## src/hw/otfs_params.svh

```systemverilog
`ifndef OTFS_PARAMS_SVH
`define OTFS_PARAMS_SVH

// ----------------------------------------------------------------
// register byte offsets
// ----------------------------------------------------------------
`define OTFS_SEL0_OFF     8'h00
`define OTFS_SEL1_OFF     8'h04
`define OTFS_SEL2_OFF     8'h08
`define OTFS_REMOTE_OFF   8'h0C
`define OTFS_CTRL_OFF     8'h10
`define OTFS_THRESH_OFF   8'h14
`define OTFS_COUNT_OFF    8'h18
`define OTFS_STATE_OFF    8'h1C
`define OTFS_ISTAT_OFF    8'h20
`define OTFS_IMASK_OFF    8'h24

// ----------------------------------------------------------------
// reset values
// ----------------------------------------------------------------
`define OTFS_SEL0_RST     8'hFF
`define OTFS_SEL1_RST     8'hFF
`define OTFS_SEL2_RST     8'h63
`define OTFS_REMOTE_RST   3'h0
`define OTFS_CTRL_RST     1'h0
`define OTFS_THRESH_RST   16'hFFFF
`define OTFS_IMASK_RST    6'h00

// ----------------------------------------------------------------
// selection codes
// ----------------------------------------------------------------
`define OTFS_CODE_SU      8'h01
`define OTFS_CODE_RETRY   8'h40
`define OTFS_CODE_EXT     8'h44
`define OTFS_CODE_LIFE    8'h5A
`define OTFS_CODE_HWF     8'h5B
`define OTFS_CODE_PULSE   8'h5D
`define OTFS_CODE_MAINT   8'h5F
`define OTFS_CODE_REM     8'h60
`define OTFS_CODE_COMM    8'h62
`define OTFS_CODE_TRIP    8'h63
`define OTFS_CODE_NEG     8'h64
`define OTFS_CODE_MAX     8'hC7
`define OTFS_CODE_NOFUNC  8'hFF

// ----------------------------------------------------------------
// function vector bit positions
// ----------------------------------------------------------------
`define OTFS_FN_SU        0
`define OTFS_FN_RETRY     1
`define OTFS_FN_EXT       2
`define OTFS_FN_LIFE      3
`define OTFS_FN_HWF       4
`define OTFS_FN_PULSE     5
`define OTFS_FN_MAINT     6
`define OTFS_FN_REM       7
`define OTFS_FN_COMM      8
`define OTFS_FN_TRIP      9

// ----------------------------------------------------------------
// pin vector bit positions
// ----------------------------------------------------------------
`define OTFS_PIN_RETRY    0
`define OTFS_PIN_MAINOFF  1
`define OTFS_PIN_EXT24    2
`define OTFS_PIN_LIFE     3
`define OTFS_PIN_HWF      4
`define OTFS_PIN_PULSE    5
`define OTFS_PIN_COMM     6
`define OTFS_PIN_TRIP     7
`define OTFS_PIN_FRESET   8
`define OTFS_PIN_SU       9
`define OTFS_PIN_RUN      10

// ----------------------------------------------------------------
// interrupt status bit positions and sizes
// ----------------------------------------------------------------
`define OTFS_IRQ_TRIP     0
`define OTFS_IRQ_LIFE     1
`define OTFS_IRQ_HWF      2
`define OTFS_IRQ_MAINT    3
`define OTFS_IRQ_COMM     4
`define OTFS_IRQ_REFUSED  5

`define OTFS_NUM_TERM     3
`define OTFS_TERM_RELAY   2
`define OTFS_RESP_OKAY    2'h0
`define OTFS_RESP_SLVERR  2'h2

`endif

```

## src/hw/otfs_pkg.sv

```systemverilog
package otfs_pkg;
    typedef logic [7:0] sel_code_t;
    typedef logic [9:0] func_vec_t;
    typedef logic [10:0] pin_vec_t;
    typedef logic [5:0] irq_vec_t;
endpackage

```

## src/hw/terminal_func_mux.sv

```systemverilog
`timescale 1ns/1ps
`include "otfs_params.svh"
module terminal_func_mux (
    input wire otfs_pkg::sel_code_t code,
    input wire otfs_pkg::func_vec_t func,
    input wire logic remote_bit,
    output logic conduct
);
    import otfs_pkg::*;

    // ----------------------------------------------------------------
    // polarity split
    // ----------------------------------------------------------------
    wire logic in_range = (code <= `OTFS_CODE_MAX);
    wire logic neg = in_range && (code >= `OTFS_CODE_NEG);
    wire sel_code_t base = neg ? 8'(code - `OTFS_CODE_NEG) : code;

    logic active;
    logic known;

    // ----------------------------------------------------------------
    // function select
    // ----------------------------------------------------------------
    always_comb begin
        active = 1'b0;
        known = 1'b1;
        case (base)
            `OTFS_CODE_SU: active = func[`OTFS_FN_SU];
            `OTFS_CODE_RETRY: active = func[`OTFS_FN_RETRY];
            `OTFS_CODE_EXT: active = func[`OTFS_FN_EXT];
            `OTFS_CODE_LIFE: active = func[`OTFS_FN_LIFE];
            `OTFS_CODE_HWF: active = func[`OTFS_FN_HWF];
            `OTFS_CODE_PULSE: active = func[`OTFS_FN_PULSE];
            `OTFS_CODE_MAINT: active = func[`OTFS_FN_MAINT];
            `OTFS_CODE_REM: active = remote_bit;
            `OTFS_CODE_COMM: active = func[`OTFS_FN_COMM];
            `OTFS_CODE_TRIP: active = func[`OTFS_FN_TRIP];
            default: known = 1'b0;
        endcase
    end

    // unmodelled or no-function codes stay off in both polarities
    assign conduct = in_range && known && (active ^ neg);
endmodule

```

## src/hw/output_terminal_function_select.sv

```systemverilog
// What this block does
// - code 64 or 164 shows that automatic retry after a fault is running.
// - code 68 or 168 shows main power off while logic runs on an external 24V supply.
// - code 90 or 190 carries the life alarm for worn parts such as the control capacitor.
// - code 91 or 191 carries the fault caused by internal circuit failure or miswiring.
// - code 93 or 193 carries the pulse train of average current and maintenance timer.
// - the pulse-train code is refused on the relay contact terminal.
// - code 95 or 195 is active once the maintenance count reaches its threshold.
// - code 96 or 196 follows the host-written remote output bit of that terminal.
// - code 98 or 198 carries the communication warning while it is present.
// - code 99 or 199 shows the trip raised when a protective function stops output.
// - the trip indication stays until the fault is reset and falls only then.
// - several terminals may hold one code and then follow the same status, except code 96 or 196, which follows each terminal's own remote bit.
// - codes 0 to 99 conduct when active, codes 100 to 199 do not conduct when active.
// - up-to-speed may chatter while ramping but is steady with zero ramp time.
//
// The implementer's own choices: the placing of the registers and the AXI4-Lite register port.
`timescale 1ns/1ps
`include "otfs_params.svh"
module output_terminal_function_select (
    input wire logic aclk,
    input wire logic aresetn,
    input wire logic ce,
    input wire logic awvalid,
    output logic awready,
    input wire logic [7:0] awaddr,
    input wire logic [2:0] awprot,
    input wire logic wvalid,
    output logic wready,
    input wire logic [31:0] wdata,
    input wire logic [3:0] wstrb,
    output logic bvalid,
    input wire logic bready,
    output logic [1:0] bresp,
    input wire logic arvalid,
    output logic arready,
    input wire logic [7:0] araddr,
    input wire logic [2:0] arprot,
    output logic rvalid,
    input wire logic rready,
    output logic [31:0] rdata,
    output logic [1:0] rresp,
    input wire otfs_pkg::pin_vec_t status_pins,
    input wire logic [15:0] maint_timer_count,
    output logic [2:0] terminal_out,
    output logic irq
);
    import otfs_pkg::*;
    // ----------------------------------------------------------------
    // pin synchronisers
    // ----------------------------------------------------------------
    pin_vec_t sync1_r;
    pin_vec_t sync2_r;
    always_ff @(posedge aclk) begin
        if (!aresetn) begin
            sync1_r <= '0;
            sync2_r <= '0;
        end else if (ce) begin
            sync1_r <= status_pins;
            sync2_r <= sync1_r;
        end
    end
    // ----------------------------------------------------------------
    // axi write channel capture
    // ----------------------------------------------------------------
    logic aw_held_r;
    logic w_held_r;
    logic [7:0] wr_addr_r;
    logic [31:0] wr_data_r;
    logic [3:0] wr_strb_r;
    logic awready_r;
    logic wready_r;
    logic bvalid_r;
    logic [1:0] bresp_r;
    wire logic aw_take = awvalid && awready_r;
    wire logic w_take = wvalid && wready_r;
    wire logic wr_fire = aw_held_r && w_held_r && !bvalid_r;
    wire logic lane0 = wr_strb_r[0];
    wire logic lane1 = wr_strb_r[1];
    always_ff @(posedge aclk) begin
        if (!aresetn) begin
            aw_held_r <= 1'b0;
            wr_addr_r <= 8'h00;
        end else if (ce) begin
            if (aw_take) begin
                aw_held_r <= 1'b1;
                wr_addr_r <= awaddr;
            end else if (wr_fire) begin
                aw_held_r <= 1'b0;
            end
        end
    end
    always_ff @(posedge aclk) begin
        if (!aresetn) begin
            w_held_r <= 1'b0;
            wr_data_r <= 32'h0000_0000;
            wr_strb_r <= 4'h0;
        end else if (ce) begin
            if (w_take) begin
                w_held_r <= 1'b1;
                wr_data_r <= wdata;
                wr_strb_r <= wstrb;
            end else if (wr_fire) begin
                w_held_r <= 1'b0;
            end
        end
    end
    // ready stays low from the take until the response is accepted, so one write at a time
    wire logic awready_nxt = !(aw_held_r || aw_take || (bvalid_r && !bready));
    wire logic wready_nxt = !(w_held_r || w_take || (bvalid_r && !bready));
    // ----------------------------------------------------------------
    // write decode
    // ----------------------------------------------------------------
    wire logic hit_remote = (wr_addr_r == `OTFS_REMOTE_OFF);
    wire logic hit_ctrl = (wr_addr_r == `OTFS_CTRL_OFF);
    wire logic hit_thresh = (wr_addr_r == `OTFS_THRESH_OFF);
    wire logic hit_count = (wr_addr_r == `OTFS_COUNT_OFF);
    wire logic hit_state = (wr_addr_r == `OTFS_STATE_OFF);
    wire logic hit_istat = (wr_addr_r == `OTFS_ISTAT_OFF);
    wire logic hit_imask = (wr_addr_r == `OTFS_IMASK_OFF);
    logic [2:0] sel_hit;
    logic [2:0] sel_bad;
    wire logic wr_mapped = (|sel_hit) || hit_remote || hit_ctrl || hit_thresh
        || hit_count || hit_state || hit_istat || hit_imask;
    // read-only registers and refused codes answer with an error
    wire logic wr_err = !wr_mapped || (|sel_bad) || hit_count || hit_state;
    always_ff @(posedge aclk) begin
        if (!aresetn) begin
            awready_r <= 1'b0;
            wready_r <= 1'b0;
            bvalid_r <= 1'b0;
            bresp_r <= `OTFS_RESP_OKAY;
        end else if (ce) begin
            awready_r <= awready_nxt;
            wready_r <= wready_nxt;
            if (wr_fire) begin
                bvalid_r <= 1'b1;
                bresp_r <= wr_err ? `OTFS_RESP_SLVERR : `OTFS_RESP_OKAY;
            end else if (bready) begin
                bvalid_r <= 1'b0;
            end
        end
    end

    // ----------------------------------------------------------------
    // control registers
    // ----------------------------------------------------------------
    logic [2:0] remote_r;
    logic ctrl_zero_ramp_r;
    logic [15:0] thresh_r;
    irq_vec_t imask_r;
    always_ff @(posedge aclk) begin
        if (!aresetn) begin
            remote_r <= `OTFS_REMOTE_RST;
            ctrl_zero_ramp_r <= `OTFS_CTRL_RST;
            imask_r <= `OTFS_IMASK_RST;
        end else if (ce && wr_fire && lane0) begin
            if (hit_remote) remote_r <= wr_data_r[2:0];
            if (hit_ctrl) ctrl_zero_ramp_r <= wr_data_r[0];
            if (hit_imask) imask_r <= wr_data_r[5:0];
        end
    end
    always_ff @(posedge aclk) begin
        if (!aresetn) begin
            thresh_r <= `OTFS_THRESH_RST;
        end else if (ce && wr_fire && hit_thresh) begin
            if (lane0) thresh_r[7:0] <= wr_data_r[7:0];
            if (lane1) thresh_r[15:8] <= wr_data_r[15:8];
        end
    end
    // ----------------------------------------------------------------
    // status conditioning
    // ----------------------------------------------------------------
    logic trip_r;
    logic su_hold_r;
    logic maint_r;
    always_ff @(posedge aclk) begin
        if (!aresetn) begin
            trip_r <= 1'b0;
            su_hold_r <= 1'b0;
            maint_r <= 1'b0;
        end else if (ce) begin
            // a new trip in the reset cycle keeps the indication up
            if (sync2_r[`OTFS_PIN_TRIP]) trip_r <= 1'b1;
            else if (sync2_r[`OTFS_PIN_FRESET]) trip_r <= 1'b0;
            if (!sync2_r[`OTFS_PIN_RUN]) su_hold_r <= 1'b0;
            else if (sync2_r[`OTFS_PIN_SU]) su_hold_r <= 1'b1;
            maint_r <= (maint_timer_count >= thresh_r);
        end
    end
    // with zero ramp time the indication is held from reach until stop
    wire logic su_ind = ctrl_zero_ramp_r ? su_hold_r : sync2_r[`OTFS_PIN_SU];
    wire logic ext_op = sync2_r[`OTFS_PIN_MAINOFF] && sync2_r[`OTFS_PIN_EXT24];
    wire func_vec_t func = {
        trip_r,
        sync2_r[`OTFS_PIN_COMM],
        1'b0,
        maint_r,
        sync2_r[`OTFS_PIN_PULSE],
        sync2_r[`OTFS_PIN_HWF],
        sync2_r[`OTFS_PIN_LIFE],
        ext_op,
        sync2_r[`OTFS_PIN_RETRY],
        su_ind
    };
    // ----------------------------------------------------------------
    // per-terminal selection and drive
    // ----------------------------------------------------------------
    sel_code_t sel_r [0:2];
    logic [2:0] term_nxt;
    logic [2:0] term_r;
    genvar gi;
    generate
        for (gi = 0; gi < `OTFS_NUM_TERM; gi++) begin : g_term
            localparam logic [7:0] SEL_OFF = 8'(`OTFS_SEL0_OFF + (gi * 4));
            localparam sel_code_t SEL_RST = (gi == 0) ? `OTFS_SEL0_RST :
                (gi == 1) ? `OTFS_SEL1_RST : `OTFS_SEL2_RST;
            wire sel_code_t new_code = wr_data_r[7:0];
            wire logic code_ok = (new_code <= `OTFS_CODE_MAX)
                || (new_code == `OTFS_CODE_NOFUNC);
            wire logic is_pulse = (new_code == `OTFS_CODE_PULSE)
                || (new_code == 8'(`OTFS_CODE_PULSE + `OTFS_CODE_NEG));
            wire logic relay_ok = !((gi == `OTFS_TERM_RELAY) && is_pulse);

            assign sel_hit[gi] = (wr_addr_r == SEL_OFF);
            assign sel_bad[gi] = sel_hit[gi] && lane0 && !(code_ok && relay_ok);

            always_ff @(posedge aclk) begin
                if (!aresetn) begin
                    sel_r[gi] <= SEL_RST;
                end else if (ce && wr_fire && sel_hit[gi] && lane0 && !sel_bad[gi]) begin
                    sel_r[gi] <= new_code;
                end
            end

            // every terminal reads the one shared vector, so codes may repeat
            terminal_func_mux u_mux (
                .code(sel_r[gi]),
                .func(func),
                .remote_bit(remote_r[gi]),
                .conduct(term_nxt[gi])
            );
        end
    endgenerate
    always_ff @(posedge aclk) begin
        if (!aresetn) begin
            term_r <= 3'h0;
        end else if (ce) begin
            term_r <= term_nxt;
        end
    end

    // ----------------------------------------------------------------
    // interrupts
    // ----------------------------------------------------------------
    irq_vec_t istat_r;
    irq_vec_t ev_prev_r;
    logic irq_r;
    logic refused_r;
    wire irq_vec_t ev_now = {refused_r, func[`OTFS_FN_COMM], maint_r,
        func[`OTFS_FN_HWF], func[`OTFS_FN_LIFE], trip_r};
    wire irq_vec_t ev_set = ev_now & ~ev_prev_r;
    wire irq_vec_t ev_clr = (wr_fire && hit_istat && lane0) ? wr_data_r[5:0] : 6'h00;
    always_ff @(posedge aclk) begin
        if (!aresetn) begin
            istat_r <= 6'h00;
            ev_prev_r <= 6'h00;
            refused_r <= 1'b0;
            irq_r <= 1'b0;
        end else if (ce) begin
            // set after clear, so an event in the clear cycle survives
            istat_r <= (istat_r & ~ev_clr) | ev_set;
            ev_prev_r <= ev_now;
            refused_r <= wr_fire && (|sel_bad) && !refused_r;
            irq_r <= |(istat_r & imask_r);
        end
    end

    // ----------------------------------------------------------------
    // axi read channel
    // ----------------------------------------------------------------
    logic arready_r;
    logic rvalid_r;
    logic [31:0] rdata_r;
    logic [1:0] rresp_r;
    wire logic ar_take = arvalid && arready_r;
    wire logic rd_sel0 = (araddr == `OTFS_SEL0_OFF);
    wire logic rd_sel1 = (araddr == `OTFS_SEL1_OFF);
    wire logic rd_sel2 = (araddr == `OTFS_SEL2_OFF);
    wire logic rd_remote = (araddr == `OTFS_REMOTE_OFF);
    wire logic rd_ctrl = (araddr == `OTFS_CTRL_OFF);
    wire logic rd_thresh = (araddr == `OTFS_THRESH_OFF);
    wire logic rd_count = (araddr == `OTFS_COUNT_OFF);
    wire logic rd_state = (araddr == `OTFS_STATE_OFF);
    wire logic rd_istat = (araddr == `OTFS_ISTAT_OFF);
    wire logic rd_imask = (araddr == `OTFS_IMASK_OFF);
    wire logic rd_mapped = rd_sel0 || rd_sel1 || rd_sel2 || rd_remote || rd_ctrl
        || rd_thresh || rd_count || rd_state || rd_istat || rd_imask;
    wire logic [31:0] rd_word =
        rd_sel0 ? {24'h00_0000, sel_r[0]} :
        rd_sel1 ? {24'h00_0000, sel_r[1]} :
        rd_sel2 ? {24'h00_0000, sel_r[2]} :
        rd_remote ? {29'h0000_0000, remote_r} :
        rd_ctrl ? {31'h0000_0000, ctrl_zero_ramp_r} :
        rd_thresh ? {16'h0000, thresh_r} :
        rd_count ? {16'h0000, maint_timer_count} :
        rd_state ? {13'h0000, term_r, 6'h00, func} :
        rd_istat ? {26'h000_0000, istat_r} :
        rd_imask ? {26'h000_0000, imask_r} : 32'h0000_0000;
    always_ff @(posedge aclk) begin
        if (!aresetn) begin
            arready_r <= 1'b0;
            rvalid_r <= 1'b0;
            rdata_r <= 32'h0000_0000;
            rresp_r <= `OTFS_RESP_OKAY;
        end else if (ce) begin
            arready_r <= !rvalid_r && !ar_take;
            if (ar_take) begin
                rvalid_r <= 1'b1;
                rdata_r <= rd_word;
                rresp_r <= rd_mapped ? `OTFS_RESP_OKAY : `OTFS_RESP_SLVERR;
            end else if (rready) begin
                rvalid_r <= 1'b0;
            end
        end
    end

    // ----------------------------------------------------------------
    // outputs
    // ----------------------------------------------------------------
    assign awready = awready_r;
    assign wready = wready_r;
    assign bvalid = bvalid_r;
    assign bresp = bresp_r;
    assign arready = arready_r;
    assign rvalid = rvalid_r;
    assign rdata = rdata_r;
    assign rresp = rresp_r;
    assign terminal_out = term_r;
    assign irq = irq_r;
endmodule

```

## config.mk

```make
export PLATFORM = sky130hd
export DESIGN_NAME = output_terminal_function_select
export DESIGN_NICKNAME = d
export VERILOG_FILES = /design/src/hw/otfs_pkg.sv /design/src/hw/terminal_func_mux.sv /design/src/hw/output_terminal_function_select.sv
export VERILOG_INCLUDE_DIRS = /design/src /design/src/hw
export SDC_FILE = /design/constraint.sdc
export NUM_CORES = 1
export LEC_CHECK = 0
export ABC_CLOCK_PERIOD_IN_PS = 3500
export BUFFER_PORTS_ARGS = -buffer_cell sky130_fd_sc_hd__buf_4
export CAP_MARGIN = 20
export CORE_ASPECT_RATIO = 1.2
export CORE_MARGIN = 10
export CORE_UTILIZATION = 55
export CTS_BUF_LIST = sky130_fd_sc_hd__clkbuf_2 sky130_fd_sc_hd__clkbuf_4 sky130_fd_sc_hd__clkbuf_8
export DETAILED_ROUTE_END_ITERATION = 12
export GPL_TIMING_DRIVEN = 0
export MAX_ROUTING_LAYER = met4
export PLACE_DENSITY = 0.89
export SLEW_MARGIN = 20
export SYNTH_ARGS = -nofsm -noshare
export SYNTH_HDL_FRONTEND = slang
export SYNTH_SLANG_ARGS = --single-unit
```

## constraint.sdc

```tcl
create_clock -name aclk -period 3.5 [get_ports aclk]
set_input_delay 0.7 -clock aclk [delete_from_list [all_inputs] [get_ports aclk]]
set_output_delay 0.7 -clock aclk [all_outputs]
set_load 0.005 [all_outputs]
```

==> out/results.ini, run 1 <==
[status]
status=finished clean

[floorplan]
io_pins=138
core_sq_um=15080
die_w_um=133.5
die_y_um=156.2
dieArea_sq_um=20860
initial_core_util_pct=56.40
rows=49

[yosys]
avgSynthCellArea_sq_um=8.497
synth_cell_types=85
synth_flop_cell=dfxtp_1
syn_inst=1001
ys_ff_latch=146
synth_top_cell_by_area=dfxtp_1
synth_area_leaders=dfxtp_1, edfxtp_1, nand2_1
synth_edf_count=24
seq_area_frac_synth_pct=37.19
mappedNetlistArea_sq_um=8506
yosysTopAreaCellShare_pct=28.71
yosysWarnings=0
ys_async_sr_fraction_pct=0

[cells_and_area]
mostFrequentLayoutCells=nand2_1, dfxtp_1, buf_4
fin_cells=1348
seq_area_sq_um=3163
multi_input_area_sq_um=4843
final_util_pct=65.94
nets=1246
area_growth_pct=16.93
nFillCells=1250
layout_commonest_cell=nand2_1
diodes=0
drive_gt1_share_pct=17.57

[route]
dr.first_iter.drc_count=815
viasPerCell=6.028
drc=0
vias=8126
detail-route-antenna-nets=0
first_pass_iters=7
finalWirelength_um=25770
wire_per_inst_um=19.12

[sta]
grt_setup_unrepaired=false
tns_ns=0
setup_violations=0
skew_ns=0.01195
fmax_ghz=0.3048
slew_violations=0
hold_viol=0
fin_crit_sh_pct=93.75
finalCriticalPeriod_ns=3.281
tightest_slew_ns=0.9081
slew-limit-headroom_pct=37.73

[setup_path]
worst_ep_arrival_time_ns=3.61
slowest_delay_ns=0.42
worstSetupEndpointType=register
crit_fanout=9
cp_slowest_cell=a221oi_4
crit_type=register to register
reg2reg_from=sel_r[1][2]
critical-path-top-delay-family=compound AO/OA/AOI/OAI gates
crit_cells=12
crit_buf_inv=2
worstPathRequired_ns=3.83
cp-startpoint=sel_r[1][2]
critPathLaunchType=register
path_cells=clkbuf_1 -> inv_1 -> ha_1 -> nand2b_1 -> a221oi_4 -> a31oi_4 -> xnor2_1 -> mux2_2 -> a22oi_1 -> nand2_1 -> nor3_1 -> o31ai_1
reg2reg_to=terminal_out[1]
ff2ff_path_depth=12
regToRegSetupSlack_ns=0.22
crit_end=terminal_out[1]

[clock_tree]
clock_latency_ns=0.46
holdBufCountCts=0
htreeDepth=4
clock_sinks=146
cts_setup_buffers=0
ctsResizeCount=0
clk_path_buf_depth=2
numCtsBuffers=17
clock_tree.root_cell=clkbuf_8
path_clk_slew_ns=0.08
cts_tree=done

[pwr]
switching_power_w=0.0008880
power.leakage_nw=4.024
pwr-share-clk_pct=37.6
seq_power_share_pct=52.8
switching_share_pct=26.48
power_frac_comb_pct=9.7
internal_power_w=0.002465
irDropWorstVdd_mv=0.3205
finalPower_w=0.003353
power.density_nw_per_um2=337.1

[place]
routabilityCongestion=0.9844
port-buffer-count=96
place_hpwl_um=19700
dp_cells=1316

[global_routing]
grt_pass1_wl_um=40150
antenna_found_initial=0
grt_use_total_pct=24.52
grt_pass1_vias=7793
grt_max_degree=17
overflow=0

[worst_hold_path]
hold_path_class=register to register

[flow_run]
max-cap-violations=0

-- state kept, by name, summed over array words and instances (netlist names), 6 cells and up --
signal,flops
sync2_r,11
sync1_r,11
thresh_r,16
wr_addr_r,8
wr_data_r,16
rdata,19
sel_r,24
imask_r,6
ev_prev_r,6
istat_r,6
-- stage by stage --
stage | instance area [sq um] | worst slack (ns) | hold slack, ns
floorplan | 8558 | 0.8088 | 0.4365
finish | 9946 | 0.2186 | 0.4670
global placement | 9534 | 0.2855 | 0.4471
detailed placement | 9545 | 0.2096 | 0.4569
CTS | 9917 | 0.1567 | 0.4682
global route | 9946 | 0.01212 | 0.4958
-- worst min path at each step --
stage	startpoint	to	slack (ns)	cells after the start
5_1_grt	wr_data_r[11]	wr_data_r[11]	0.50	2
4_1_cts	wr_strb_r[1]	wr_strb_r[1]	0.47	2
2_1_floorplan	su_hold_r	su_hold_r	0.44	2
6_report	wr_strb_r[1]	wr_strb_r[1]	0.47	2
3_3_place_gp	wr_strb_r[1]	wr_strb_r[1]	0.45	2
3_5_place_dp	wr_strb_r[1]	wr_strb_r[1]	0.46	2
-- cell usage after synthesis (4+ instances only) --
cell and number:
dfxtp_1 122, edfxtp_1 24, clkbuf_1 46, a21boi_0 35, ha_1 22, nor2b_1 52
a222oi_1 6, o221ai_1 4, nor4b_1 7, mux2_2 11, and3_1 14, nand3_1 25
buf_2 7, buf_4 18, nand2b_1 10, nand4_1 14, a32oi_1 4, o21ai_1 4
o211ai_1 18, or2_2 13, nand4b_1 4, a211oi_1 5, a21oi_1 31, nand2_1 149
inv_1 40, nor3_1 19, a21o_1 7, nor2_1 45, o21ai_0 41, mux2i_1 44
a31oi_1 14, a22oi_1 26, and2_1 16, nor4_1 8, buf_6 5, or3_1 7
xnor2_1 4
-- metal layers --
layer | track usage, % | vias to the layer above | part of all wire [%]
li1 | - | 3845 | -
met1 | 28.18 | 3803 | 40
met2 | 40.31 | 382 | 48
met3 | 4.164 | 96 | 7.4
met4 | 13.08 | 0 | 4.6
met5 | - | - | 0
-- worst reg2reg max path: cells and delay by family, from the launching register on --
family                   cells  cell delay (ns)
AO/OA/AOI/OAI                4             0.79
AND/OR/NAND/NOR              3             0.52
buffers and inverters        2             0.43
flip-flops                   1             0.41
multiplexers                 1             0.38
adder cells (fa/ha/maj)      1             0.32
XOR/XNOR                     1             0.31
-- logic make-up after synthesis --
kind of cell	share of synthesized area [%]
muxes	6.634
buffers and inverters	6.899
other	0.04409
DFF	37.19
xor gates and xnor gates	0.6178
AOI/OAI and AO/OA	20.65
adders and majority gates	3.354
and+or+nand+nor	24.61
-- final cells by class --
type                            instances  share of cell area, %
Tap cell                              204                  2.566
Multi-Input combinational cell        747                  48.70
Inverter                               41                  1.547
Buffer                                 81                  4.353
Clock inverter                         14                  1.308
Timing Repair Buffer                   97                  7.297
Clock buffer                           18                  2.428
Sequential cell                       146                  31.80
-- power groups by stage --
stage / sequential (W) / clock [W] / combinational [W]
2_1_floorplan: 0.00180 / 0 / 0.000180
3_3_place_gp: 0.00181 / 0 / 0.000312
4_1_cts: 0.00177 / 0.00126 / 0.000319
3_5_place_dp: 0.00181 / 0 / 0.000318
5_1_grt: 0.00177 / 0.00133 / 0.000354
6_report: 0.00177 / 0.00126 / 0.000324
Note: power is estimated with default switching activity, not from simulation.
==> run 2, diff against run 1 <==
--- a/config.mk
+++ b/config.mk
@@ -6,6 +6,7 @@
 export SDC_FILE = /design/constraint.sdc
 export NUM_CORES = 1
 export LEC_CHECK = 0
+export ABC_AREA = 1
 export ABC_CLOCK_PERIOD_IN_PS = 3500
 export BUFFER_PORTS_ARGS = -buffer_cell sky130_fd_sc_hd__buf_4
 export CAP_MARGIN = 20
==> out/results.ini, run 2 <==
[route]
first_pass_iters=8  ; was 7
viasPerCell=5.560  ; was 6.028
detail-route-antenna-nets=0  ; unchanged
drc=0  ; unchanged
finalWirelength_um=25440  ; was 25770 um
dr.first_iter.drc_count=736  ; was 815
wire_per_inst_um=16.88  ; was 19.12 um
vias=8379  ; was 8126

[yosys]
yosysMostFrequentCell=nand2_1  ; unchanged
seq_area_frac_synth_pct=38.58  ; was 37.19%
yosysTopAreaCellShare_pct=29.79  ; was 28.71%
yosysWarnings=0  ; unchanged
synth_flop_cell=dfxtp_1  ; unchanged
ys_async_sr_fraction_pct=0  ; unchanged
avgSynthCellArea_sq_um=7.044  ; was 8.497 sq um
synth_edf_count=24  ; unchanged
ys_ff_latch=146  ; unchanged
syn_inst=1164  ; was 1001
synth_cell_types=48  ; was 85
synth_top_cell_by_area=dfxtp_1  ; unchanged
mappedNetlistArea_sq_um=8199  ; was 8506 sq um
synth_common_cells=nand2_1, inv_1, nor2_1  ; was nand2_1, dfxtp_1, nor2b_1
synth_area_leaders=dfxtp_1, nand2_1, edfxtp_1  ; was dfxtp_1, edfxtp_1, nand2_1

[clock_tree]
ctsResizeCount=0  ; unchanged
numCtsBuffers=17  ; unchanged
cts_tree=done  ; unchanged
path_clk_slew_ns=0.08  ; about the same
cts_setup_buffers=0  ; unchanged
clk_path_buf_depth=2  ; unchanged
clock_tree.root_cell=clkbuf_8  ; unchanged
htreeDepth=4  ; unchanged
holdBufCountCts=0  ; unchanged
clock_latency_ns=0.44  ; was 0.46 ns
clock_sinks=146  ; unchanged

[cells_and_area]
drive_gt1_share_pct=16.45  ; was 17.57%
fin_cells=1507  ; was 1348
nFillCells=1275  ; was 1250
area_growth_pct=17.92  ; was 16.93%
top_register=sel_r  ; unchanged
mostFrequentLayoutCells=nand2_1, inv_1, nor2_1  ; was nand2_1, dfxtp_1, buf_4
largest_reg_flops=24  ; unchanged
multi_input_area_sq_um=4267  ; was 4843 sq um
seq_area_sq_um=3163  ; unchanged
layout_commonest_cell=nand2_1  ; unchanged
nets=1409  ; was 1246
diodes=0  ; unchanged

[sta]
grt_setup_unrepaired=false  ; unchanged
fmax_ghz=0.4025  ; was 0.3048 GHz
fin_crit_sh_pct=70.98  ; was 93.75%
tns_ns=0  ; unchanged
timing.final.ws_setup_ns=1.016  ; was 0.2186 ns
slew_violations=0  ; unchanged
slew-limit-headroom_pct=53.07  ; was 37.73%
skew_ns=0.009686  ; was 0.01195 ns
tightest_slew_ns=0.7040  ; was 0.9081 ns
setup_violations=0  ; unchanged
finalCriticalPeriod_ns=2.484  ; was 3.281 ns
hold_viol=0  ; unchanged

[floorplan]
die_w_um=131.5  ; was 133.5 um
core_sq_um=14530  ; was 15080 sq um
die_y_um=153.8  ; was 156.2 um
initial_core_util_pct=56.41  ; was 56.40%
dieArea_sq_um=20210  ; was 20860 sq um
io_pins=138  ; unchanged
rows=48  ; was 49

[global_routing]
grt_max_degree=17  ; unchanged
overflow=0  ; unchanged
grt_pass1_vias=8191  ; was 7793
grt_use_total_pct=25.09  ; was 24.52%
antenna_found_initial=0  ; unchanged
grt_pass1_wl_um=40220  ; was 40150 um

[place]
place_hpwl_um=19900  ; was 19700 um
dp_cells=1475  ; was 1316
place_ws_ns=0.6497  ; was 0.2096 ns
routabilityCongestion=1.023  ; was 0.9844
port-buffer-count=97  ; was 96

[pwr]
power.leakage_nw=4.512  ; was 4.024 nW
power.density_nw_per_um2=372.4  ; was 337.1 nW/um^2
irDropWorstVdd_mv=0.2780  ; was 0.3205 mV

[status]
status=finished clean  ; unchanged

[setup_path]
crit_type=input port to register  ; was register to register
worstPathRequired_ns=3.87  ; was 3.83 ns
critPathLaunchType=input port  ; was register
crit_fanout=10  ; was 9
worstSetupEndpointType=register  ; unchanged
worst_ep_arrival_time_ns=2.86  ; was 3.61 ns

[flow_run]
max-cap-violations=0  ; unchanged

[worst_hold_path]
hold_path_class=register to register  ; unchanged

run 2: cell count changes in the layout (fill, tap and decap cells not counted), moves of 52 or more:
cell     change
nor2_1      +79
nand3_1     +52
nand2_1     +99
inv_1       +97
nor2b_1     -52
a21oi_1     +71
run 2: where the power goes:
part	switching, W	internal (W)
sequential	0.0000382	0.00175
clock	0.000655	0.000805
combinational	0.000219	0.000136
total	0.000912	0.00269
run 2: final timing paths:
| check | startpoint | endpoint | slack, ns | cells past startpoint |
|---|---|---|---|---|
| hold / removal | wr_strb_r[1] | wr_strb_r[1] | 0.45 | 2 |
| setup reg to reg | sel_r[2][2] | terminal_out[2] | 1.03 | 18 |
| hold reg to reg | wr_strb_r[1] | wr_strb_r[1] | 0.45 | 2 |
| setup / recovery | araddr[7] | rdata[7] | 1.02 | 11 |
run 2: worst max-delay path, cell delays in order:
cell and delay (ns):
buf_4 0.11, nor2_1 0.17, nand3_1 0.21, nor2_1 0.48, inv_1 0.20, buf_2 0.24, o221ai_1 0.30, a21oi_1 0.08
o21ai_0 0.15, nand2_1 0.09, a21oi_1 0.12
run 2: final cells by class:
cell class              count  share of cell area (%)
multi-input cells         831                   44.13
plain buffers              52                   2.718
well taps                 200                   2.588
flip-flops and latches    146                   32.72
clock inverters            13                   1.889
clock buffers              19                   2.640
repair buffers             97                   7.532
inverters                 149                   5.785
run 2: kinds of logic after synthesis:
kind of cell / after synthesis / share of synthesized area, %
xor gates and xnor gates: 9 / 0.9614
DFF: 146 / 38.58
buffers and inverters: 201 / 10.03
adders and majority gates: 22 / 3.357
and+or+nand+nor: 532 / 29.30
AOI/OAI and AO/OA: 252 / 17.61
muxes: 1 / 0.1221
other: 1 / 0.04574
run 2: through the flow:
step	hold slack, ns	util, %	area, sq um	power [W]
4_1_cts	0.4486	66.52	9668	0.003587
3_5_place_dp	0.4366	63.51	9230	0.002166
3_3_place_gp	0.4346	63.51	9230	0.002157
6_report	0.4508	66.52	9668	0.003600
2_1_floorplan	0.4236	-	8252	0.002008
5_1_grt	0.4638	66.52	9668	0.003712
run 2: layer usage:
layer  vias to the layer above  GRT usage, %  routed length, um
met5                         -             -                  0
met4                         0         13.79               1350
met3                        98         5.639               2030
met2                       385         42.67              12450
met1                      3820         26.68               9603
li1                       4076             -                  -
